`config.mk`:
```
export PLATFORM = sky130hd
export DESIGN_NAME = mld_decode
export DESIGN_NICKNAME = d
export VERILOG_FILES = /design/src/mld_pkg.sv /design/src/mld_decode.sv
export VERILOG_INCLUDE_DIRS = /design/src
export SDC_FILE = /design/constraint.sdc
export NUM_CORES = 1
export LEC_CHECK = 0
export ABC_AREA = 1
export BUFFER_PORTS_ARGS = -buffer_cell sky130_fd_sc_hd__buf_4
export CAP_MARGIN = 20
export CORE_ASPECT_RATIO = 1.75
export CORE_MARGIN = 2
export CORE_UTILIZATION = 53
export DETAILED_ROUTE_END_ITERATION = 10
export PLACE_DENSITY = 0.81
export SLEW_MARGIN = 20
export SYNTH_ARGS = -nofsm -noshare
export SYNTH_HDL_FRONTEND = slang
export SYNTH_SLANG_ARGS = --single-unit
```
`constraint.sdc`:
```
create_clock -name clk -period 1.62 [get_ports clk]
set_input_delay 0.162 -clock clk [delete_from_list [all_inputs] [get_ports clk]]
set_output_delay 0.162 -clock clk [all_outputs]
set_load 0.005 [all_outputs]
```
`src/mld_consts.svh`:
```
// Notes on behaviour
// - opcode 0001 00da ffff ffff ORs accumulator with the addressed file byte.
// - the OR updates only negative and zero flags; other flags are kept.
// - destination bit 0 writes the accumulator, 1 writes back the file byte.
// - bank bit 0 uses the quick access bank, 1 uses bank select plus field.
// - bank bit 0, extended set on, field up to 5Fh: indexed literal offset.
// - opcode 0101 00da copies the file byte to destination, sets N and Z.
// - the 8-bit file field reaches any byte of the selected 256-byte bank.
// - pointer load puts a 12-bit literal in the named pointer, flags untouched.
// - file-to-file move uses full 12-bit addresses and changes no flags.
// - file-to-file move is two words, leading nibbles 1100 then 1111.
// - the accumulator may be source or destination through its mapped address.
// - file-to-file move takes 2 cycles; read first, write end of second.
// - bank literal load writes bank select, bits 7:4 always stay zero.
// - accumulator literal load writes the literal in the last phase, one cycle.
// - opcode 0110 111a stores the accumulator into the file byte, no flags.
`ifndef MLD_CONSTS_SVH
`define MLD_CONSTS_SVH

`define MLD_NIB_IOR 4'h1
`define MLD_NIB_MOVE_FILE_OP 4'h5
`define MLD_SUB_DA 2'h0
`define MLD_NIB_STORE 4'h6
`define MLD_SUB_STORE 3'h7
`define MLD_BYTE_BANK 8'h01
`define MLD_BYTE_LIT 8'h0e
`define MLD_PTR_W1 10'h3b8
`define MLD_PTR_W2 8'hf0
`define MLD_NIB_FF1 4'hc
`define MLD_NIB_FF2 4'hf

`define MLD_ACC_ADDR 12'hfe8
`define MLD_IDX_MAX 8'h5f
`define MLD_ACC_SPLIT 8'h60
`define MLD_ACC_HI 4'hf
`define MLD_ACC_LO 4'h0
`define MLD_BANK_MASK 8'h0f
`define MLD_PTR_IDX 2'h2
`define MLD_PTR_LAST 2'h2

`define MLD_FLAG_Z 2
`define MLD_FLAG_N 4
`define MLD_ZERO8 8'h00
`define MLD_ZERO12 12'h000

`define MLD_REG_CTRL 4'h0
`define MLD_REG_ACC 4'h1
`define MLD_REG_BANK 4'h2
`define MLD_REG_FLAGS 4'h3
`define MLD_REG_P0L 4'h4
`define MLD_REG_P0H 4'h5
`define MLD_REG_P1L 4'h6
`define MLD_REG_P1H 4'h7
`define MLD_REG_P2L 4'h8
`define MLD_REG_P2H 4'h9
`define MLD_CTRL_EXT 0

`endif

```
`src/mld_pkg.sv`:
```
package mld_pkg;

    typedef enum logic [3:0] {
        MLD_Q1 = 4'b0001,
        MLD_Q2 = 4'b0010,
        MLD_Q3 = 4'b0100,
        MLD_Q4 = 4'b1000
    } mld_phase_type;

    typedef enum logic [9:0] {
        MLD_NONE = 10'b00_0000_0001,
        MLD_OR_ACC_INTO_FILE = 10'b00_0000_0010,
        MLD_MOVE_FILE_OP = 10'b00_0000_0100,
        MLD_STORE_ACC_TO_FILE = 10'b00_0000_1000,
        MLD_LOAD_BANK_LITERAL = 10'b00_0001_0000,
        MLD_LOAD_ACC_LITERAL = 10'b00_0010_0000,
        MLD_PTR_FIRST = 10'b00_0100_0000,
        MLD_PTR_SECOND = 10'b00_1000_0000,
        MLD_F2F_FIRST = 10'b01_0000_0000,
        MLD_F2F_SECOND = 10'b10_0000_0000
    } mld_op_type;

endpackage

```
`src/mld_decode.sv`:
```
// Implementation choices: the strobed register port and the address map.
`timescale 1ns/10ps
`include "mld_consts.svh"

module mld_decode (
    input wire logic clk,
    input wire logic rst,
    input wire logic [15:0] instr_word,
    input wire logic instr_valid,
    output logic instr_ready,
    output logic [11:0] mem_addr,
    output logic mem_rd,
    output logic mem_wr,
    output logic [7:0] mem_wdata,
    input wire logic [7:0] mem_rdata,
    input wire logic [3:0] reg_addr,
    input wire logic [7:0] reg_wdata,
    input wire logic reg_wr,
    input wire logic reg_rd,
    output logic [7:0] reg_rdata,
    output mld_pkg::mld_phase_type phase
);
    import mld_pkg::*;

    mld_phase_type phase_ff;
    mld_op_type op_ff;
    mld_op_type pend_ff;
    mld_op_type nxt_op;
    logic [15:0] ir_ff;
    logic [11:0] addr_ff;
    logic [11:0] nxt_addr;
    logic [7:0] acc_ff;
    logic [7:0] bank_ff;
    logic [7:0] flags_ff;
    logic [7:0] data_ff;
    logic [7:0] wdata_ff;
    logic [7:0] rdata_ff;
    logic [1:0] psel_ff;
    logic [11:0] ptr_ff [0:2];
    logic ext_en_ff;
    logic [7:0] src_val;
    logic [7:0] result;
    logic dest_file;
    logic hits_acc;
    logic wr_mem;
    logic wr_acc;

    // effective data address of a single-word file operand
    function automatic logic [11:0] file_addr(
        input logic a,
        input logic [7:0] f,
        input logic [7:0] bank,
        input logic ext,
        input logic [11:0] idx
    );
        logic [11:0] r;
        r = {bank[3:0], f};
        if (!a && ext && (f <= `MLD_IDX_MAX)) begin
            r = idx + {`MLD_ACC_LO, f};
        end else if (!a) begin
            r = (f >= `MLD_ACC_SPLIT) ? {`MLD_ACC_HI, f} : {`MLD_ACC_LO, f};
        end
        return r;
    endfunction

    function automatic logic reads_file(input mld_op_type op);
        return (op == MLD_OR_ACC_INTO_FILE) || (op == MLD_MOVE_FILE_OP)
            || (op == MLD_F2F_FIRST);
    endfunction

    always_ff @(posedge clk) begin
        if (rst) begin
            phase_ff <= MLD_Q1;
        end else begin
            unique case (phase_ff)
                MLD_Q1: phase_ff <= MLD_Q2;
                MLD_Q2: phase_ff <= MLD_Q3;
                MLD_Q3: phase_ff <= MLD_Q4;
                MLD_Q4: phase_ff <= MLD_Q1;
            endcase
        end
    end

    assign phase = phase_ff;
    assign instr_ready = (phase_ff == MLD_Q1);

    // a pending first word claims the next taken word as its partner
    always_comb begin
        nxt_op = MLD_NONE;
        if (pend_ff == MLD_PTR_FIRST) begin
            if (instr_word[15:8] == `MLD_PTR_W2) begin
                nxt_op = MLD_PTR_SECOND;
            end
        end else if (pend_ff == MLD_F2F_FIRST) begin
            if (instr_word[15:12] == `MLD_NIB_FF2) begin
                nxt_op = MLD_F2F_SECOND;
            end
        end else if (instr_word[15:12] == `MLD_NIB_IOR && instr_word[11:10] == `MLD_SUB_DA) begin
            nxt_op = MLD_OR_ACC_INTO_FILE;
        end else if (instr_word[15:12] == `MLD_NIB_MOVE_FILE_OP && instr_word[11:10] == `MLD_SUB_DA) begin
            nxt_op = MLD_MOVE_FILE_OP;
        end else if (instr_word[15:12] == `MLD_NIB_STORE && instr_word[11:9] == `MLD_SUB_STORE) begin
            nxt_op = MLD_STORE_ACC_TO_FILE;
        end else if (instr_word[15:8] == `MLD_BYTE_BANK) begin
            nxt_op = MLD_LOAD_BANK_LITERAL;
        end else if (instr_word[15:8] == `MLD_BYTE_LIT) begin
            nxt_op = MLD_LOAD_ACC_LITERAL;
        end else if (instr_word[15:6] == `MLD_PTR_W1 && instr_word[5:4] <= `MLD_PTR_LAST) begin
            nxt_op = MLD_PTR_FIRST;
        end else if (instr_word[15:12] == `MLD_NIB_FF1) begin
            nxt_op = MLD_F2F_FIRST;
        end
    end

    always_comb begin
        nxt_addr = instr_word[11:0];
        if (nxt_op == MLD_OR_ACC_INTO_FILE || nxt_op == MLD_MOVE_FILE_OP
            || nxt_op == MLD_STORE_ACC_TO_FILE) begin
            nxt_addr = file_addr(instr_word[8], instr_word[7:0], bank_ff, ext_en_ff,
                ptr_ff[`MLD_PTR_IDX]);
        end
    end

    // instruction capture in the decode phase
    always_ff @(posedge clk) begin
        if (rst) begin
            op_ff <= MLD_NONE;
            ir_ff <= 16'h0000;
            addr_ff <= `MLD_ZERO12;
        end else if (phase_ff == MLD_Q1) begin
            op_ff <= instr_valid ? nxt_op : MLD_NONE;
            ir_ff <= instr_word;
            addr_ff <= nxt_addr;
        end
    end

    // a pending first word is held across cycles with no valid word until the next taken word
    // wait for second word
    always_ff @(posedge clk) begin
        if (rst) begin
            pend_ff <= MLD_NONE;
        end else if (phase_ff == MLD_Q1 && instr_valid) begin
            if (nxt_op == MLD_PTR_FIRST || nxt_op == MLD_F2F_FIRST) begin
                pend_ff <= nxt_op;
            end else begin
                pend_ff <= MLD_NONE;
            end
        end
    end

    assign hits_acc = (addr_ff == `MLD_ACC_ADDR);
    assign src_val = hits_acc ? acc_ff : mem_rdata;
    assign dest_file = ir_ff[9];

    always_comb begin
        unique case (op_ff)
            MLD_OR_ACC_INTO_FILE: result = acc_ff | src_val;
            MLD_MOVE_FILE_OP: result = src_val;
            MLD_STORE_ACC_TO_FILE: result = acc_ff;
            MLD_F2F_SECOND: result = data_ff;
            default: result = `MLD_ZERO8;
        endcase
    end

    always_ff @(posedge clk) begin
        if (rst) begin
            data_ff <= `MLD_ZERO8;
            wdata_ff <= `MLD_ZERO8;
        end else if (phase_ff == MLD_Q3) begin
            if (op_ff == MLD_F2F_FIRST) begin
                data_ff <= src_val;
            end
            wdata_ff <= result;
        end
    end

    assign mem_addr = addr_ff;
    assign mem_wdata = wdata_ff;
    // no bus read for the mapped accumulator; the byte comes from acc_ff
    assign mem_rd = (phase_ff == MLD_Q2) && reads_file(op_ff) && !hits_acc;

    always_comb begin
        wr_mem = 1'b0;
        wr_acc = 1'b0;
        unique case (op_ff)
            MLD_OR_ACC_INTO_FILE, MLD_MOVE_FILE_OP: begin
                wr_mem = dest_file && !hits_acc;
                wr_acc = !dest_file || hits_acc;
            end
            MLD_STORE_ACC_TO_FILE, MLD_F2F_SECOND: begin
                wr_mem = !hits_acc;
                wr_acc = hits_acc;
            end
            MLD_LOAD_ACC_LITERAL: wr_acc = 1'b1;
            default: wr_acc = 1'b0;
        endcase
    end

    assign mem_wr = (phase_ff == MLD_Q4) && wr_mem;

    always_ff @(posedge clk) begin
        if (rst) begin
            acc_ff <= `MLD_ZERO8;
        end else if (phase_ff == MLD_Q4 && wr_acc) begin
            if (op_ff == MLD_LOAD_ACC_LITERAL) begin
                acc_ff <= ir_ff[7:0];
            end else begin
                acc_ff <= wdata_ff;
            end
        end
    end

    always_ff @(posedge clk) begin
        if (rst) begin
            flags_ff <= `MLD_ZERO8;
        end else if (phase_ff == MLD_Q4 && (op_ff == MLD_OR_ACC_INTO_FILE
            || op_ff == MLD_MOVE_FILE_OP)) begin
            flags_ff[`MLD_FLAG_N] <= wdata_ff[7];
            flags_ff[`MLD_FLAG_Z] <= (wdata_ff == `MLD_ZERO8);
        end
    end

    always_ff @(posedge clk) begin
        if (rst) begin
            bank_ff <= `MLD_ZERO8;
        end else if (phase_ff == MLD_Q4 && op_ff == MLD_LOAD_BANK_LITERAL) begin
            bank_ff <= ir_ff[7:0] & `MLD_BANK_MASK;
        end
    end

    // selector held until the low byte arrives with the second word
    always_ff @(posedge clk) begin
        if (rst) begin
            psel_ff <= 2'h0;
        end else if (phase_ff == MLD_Q4 && op_ff == MLD_PTR_FIRST) begin
            psel_ff <= ir_ff[5:4];
        end
    end

    always_ff @(posedge clk) begin
        if (rst) begin
            for (int i = 0; i < 3; i++) begin
                ptr_ff[i] <= `MLD_ZERO12;
            end
        end else if (phase_ff == MLD_Q4 && op_ff == MLD_PTR_FIRST) begin
            ptr_ff[ir_ff[5:4]][11:8] <= ir_ff[3:0];
        end else if (phase_ff == MLD_Q4 && op_ff == MLD_PTR_SECOND) begin
            ptr_ff[psel_ff][7:0] <= ir_ff[7:0];
        end
    end

    // software control; only the extended-set switch is writable
    always_ff @(posedge clk) begin
        if (rst) begin
            ext_en_ff <= 1'b0;
        end else if (reg_wr && reg_addr == `MLD_REG_CTRL) begin
            ext_en_ff <= reg_wdata[`MLD_CTRL_EXT];
        end
    end

    // read data lands one cycle after the strobe; unmapped reads zero
    always_ff @(posedge clk) begin
        if (rst) begin
            rdata_ff <= `MLD_ZERO8;
        end else if (reg_rd) begin
            unique case (reg_addr)
                `MLD_REG_CTRL: rdata_ff <= {7'h00, ext_en_ff};
                `MLD_REG_ACC: rdata_ff <= acc_ff;
                `MLD_REG_BANK: rdata_ff <= bank_ff;
                `MLD_REG_FLAGS: rdata_ff <= flags_ff;
                `MLD_REG_P0L: rdata_ff <= ptr_ff[0][7:0];
                `MLD_REG_P0H: rdata_ff <= {4'h0, ptr_ff[0][11:8]};
                `MLD_REG_P1L: rdata_ff <= ptr_ff[1][7:0];
                `MLD_REG_P1H: rdata_ff <= {4'h0, ptr_ff[1][11:8]};
                `MLD_REG_P2L: rdata_ff <= ptr_ff[2][7:0];
                `MLD_REG_P2H: rdata_ff <= {4'h0, ptr_ff[2][11:8]};
                default: rdata_ff <= `MLD_ZERO8;
            endcase
        end else begin
            rdata_ff <= `MLD_ZERO8;
        end
    end

    assign reg_rdata = rdata_ff;

endmodule // mld_decode

```
==> results.toml <==
[detailed_routing]
met3WireLength_um = 2620
route.met2.wl_um = 12100
highest_layer = "met4"
avgRoutedWirePerCell_um = 19.7
first_pass_iters = 8
met1_length_um = 7860
viasPerCell = 6.13
ant_nets = 0
dr.first_iter.drc_count = 1143
drc = 0
routed_wl_um = 25000
vias = 7780

[worst_setup_path]
crit_buf_inv = 3
critPathMaxFanout = 3
worstSetupStartpointType = "flip-flop"
crit_path_end_kind = "output pin"
slowest_stage = "dfxtp_4"
max_stage_delay_ns = 0.36
crit_path_frequent_cell = "buf_6"
cp_data_required_time_ns = 1.46
path_delay_family = "simple AND/OR/NAND/NOR gates"
reg2reg_depth = 8
cp.arrival_ns = 2.00
path_depth = 8
worstPathCellList = "nor2_4 > buf_6 > nand4_1 > a21oi_2 > buf_6 > a31oi_1 > nor3_1 > buf_4"
worst-setup-path-type = "reg -> out"

[yosys]
synth_cell_types = 50
async_reset_ff_share_pct = 0
syn_avg_cell_area_um2 = 7.34
ys_ff_latch = 122
synth-warning-count = 0
syn_nets = 947
syn_inst = 897
syn-cell-area_um2 = 6580
ys.flop_type = "dfxtp_1"
synth-edff-count = 36
yosysSeqAreaShare_pct = 42.6

[global_route]
grt_usage_pct = 32.8
antenna_found_initial = 0
grt_remaining_overflow = 0
grt_pass1_vias = 7058
grt_pass1_wl_um = 33500
grt_start_max_net_pins = 36

[hold_path]
hp-class = "in -> reg"
min_path_cells = 3

[finish]
instances_no_fill = 1270
fin_util_pct = 78.4
drive_gt1_share_pct = 35.7
syn_to_final_growth_pct = 43.8
num_antenna_cells = 0
nets = 1142

[die]
io_pins = 76
core_area_um2 = 12100
die_w_um = 88.2
rows = 53
die_h_um = 151
start_util_pct = 54.5
dieArea_um2 = 13400

[power_and_ir_drop]
swShare_pct = 26.5
power_density_nw_per_um2 = 852
combPwrFrac_pct = 13.6
p_int_uw = 5930
p_leak_uw = 0.00395
seq_power_share_pct = 40.8
ir_worst_vdd_mv = 0.895
p_clk_share_pct = 45.5
p_sw_uw = 2130

[timing]
whs_ns = 0.0364
rsz0062_at_grt = "true"
setup_ws_ns = -0.547
fmax_mhz = 462
finalClockSkew_ns = 0.00944
finalSetupViolations = 113
finalCritPeriodShare_pct = 134
maxSlewViolCount = 0
final.setup.tns_ns = -19.00
post-route-min-period_ns = 2.17
worst-slew-pin-transition_ns = 0.491
finalHoldViolations = 0
slew_headroom_pct = 67.3

[run_status]
violations = "negative setup slack"
status = "finished with violations"

[clocking]
numCtsBuffers = 17
cts_max_level = 4
cts_tree = "done"
hold_buffers = 0
clk_latency_ns = 0.43
root_buffer = "clkbuf_16"
path_clk_slew_ns = 0.06
clock_sink_count = 122
cts_max_path_buffers = 2

[placement]
io_buffers = 68
placedCellCount = 1214
dp_slack_ns = -0.173
gp_congestion = 0.944
hpwl_um = 14500

[run]
maxCapViolCount = 0
==> power by group through the flow <==
stage	clock network [uW]	registers (uW)	logic (uW)
finish	3670	3290	1100
global route	3790	3300	1160
CTS	3610	3290	934
detailed placement	0	3350	834
global placement	0	3340	820
floorplan	0	3340	443
==> flip-flops by register name, summed over array words and instances, names as in the netlist <==
signal and cells:
ptr_ff 36, mem_addr 12, op_ff 10, pend_ff 10, ir_ff 9, acc_ff 8
data_ff 8, mem_wdata 8, reg_rdata 8, bank_ff 4, phase 4, flags_ff 2
psel_ff 2, ext_en_ff 1
==> metrics by stage <==
stage / power, uW / cell area [um2]
CTS: 7840 / 9020
finish: 8060 / 9470
global placement: 4160 / 8110
detailed placement: 4180 / 8110
floorplan: 3780 / 6700
global route: 8250 / 9470
==> layer usage <==
layer  global-route usage [%]  vias to the layer above
li1                         -                     3381
met1                     35.5                     3494
met2                     56.8                      656
met3                     6.70                      249
met4                     20.8                        0
met5                        0                        -
==> placed cells by master (no fill, tap or decap), types with 6 or more instances in the layout <==
master     netlist  final
nor2_4           4     11
ha_4             0      7
inv_2            5     10
nand2_4          3     13
clkbuf_16        0     17
o21ai_2          3      8
o22ai_1          8      8
nor2_2           6     12
o21ai_1          5     13
nand3_1         70     55
dfxtp_1         86     78
nor2_1          87     74
nand4_1         21     21
buf_6            1     22
edfxtp_1        36     36
o21ai_0         37     22
inv_1          108     99
nand2_1        231    197
dfxtp_2          0      6
nand2_2          4     28
a21oi_1         84     59
nand3_4          2      6
nor3_1          17     17
nand3_2          6     18
a21oi_2          1     23
buf_4            1    170
==> final timing paths <==
path,endpoint,slack (ns),startpoint
setup reg to reg,ptr_ff[2][9],-0.29,op_ff[7]
setup / recovery,mem_rd,-0.55,op_ff[9]
hold / removal,ir_ff[0],0.04,instr_word[0]
hold reg to reg,pend_ff[3],0.45,pend_ff[3]
==> area by class of cell <==
type,count,area (um2)
multi-input combinational,642,3870
sequential,122,2820
fill,714,2600
timing repair buffer,194,1560
inverter,115,452
clock buffer,19,433
tap,165,206
clock inverter,13,129
==> tightest hold or removal path, delay by kind of cell <==
family,cells,cell delay (ns)
buffers and inverters,2,0.15
AO/OA/AOI/OAI,1,0.12
==> cells in the mapped netlist, types with 4 or more instances <==
| master | count | share of area [%] |
|---|---|---|
| nand2_1 | 231 | 13 |
| inv_1 | 108 | 6.2 |
| nor2_1 | 87 | 5.0 |
| dfxtp_1 | 86 | 26 |
| a21oi_1 | 84 | 6.4 |
| nand3_1 | 70 | 5.3 |
| o21ai_0 | 37 | 2.8 |
| edfxtp_1 | 36 | 16 |
| nand4_1 | 21 | 2.0 |
| nor3_1 | 17 | 1.3 |
| clkbuf_1 | 13 | 0.74 |
| ha_1 | 8 | 1.5 |
| o22ai_1 | 8 | 0.76 |
| nand3_2 | 6 | 0.91 |
| nor2_2 | 6 | 0.57 |
| inv_2 | 5 | 0.29 |
| nor3_2 | 5 | 0.76 |
| o21ai_1 | 5 | 0.38 |
| xnor2_1 | 5 | 0.67 |
| a211oi_1 | 4 | 0.46 |
| a41oi_1 | 4 | 0.53 |
| nand2_2 | 4 | 0.38 |
| nor2_4 | 4 | 0.68 |
==> cell families (layout without fill, tap and decap cells) <==
logic type                 count (synthesis)  in the layout  synth area share [%]
and+or+nand+nor                          471            472                  33.9
AOI/OAI and AO/OA                        155            155                  12.9
buffers and inverters                    134            341                  7.91
DFF                                      122            122                  42.6
adders and majority gates                  9              9                  1.83
xor gates and xnor gates                   6              6                 0.799
==> repair_timing <==
item / 4_1_cts / 5_1_grt
cloned: 0 / 1
setup endpoints to repair: 69 / 132
pin swaps: 26 / 59
buffers inserted: 17 / 9
endpoints found under the hold margin: 0 / 0
resized for setup: 62 / 109
Note: power is estimated with default switching activity, not from simulation.
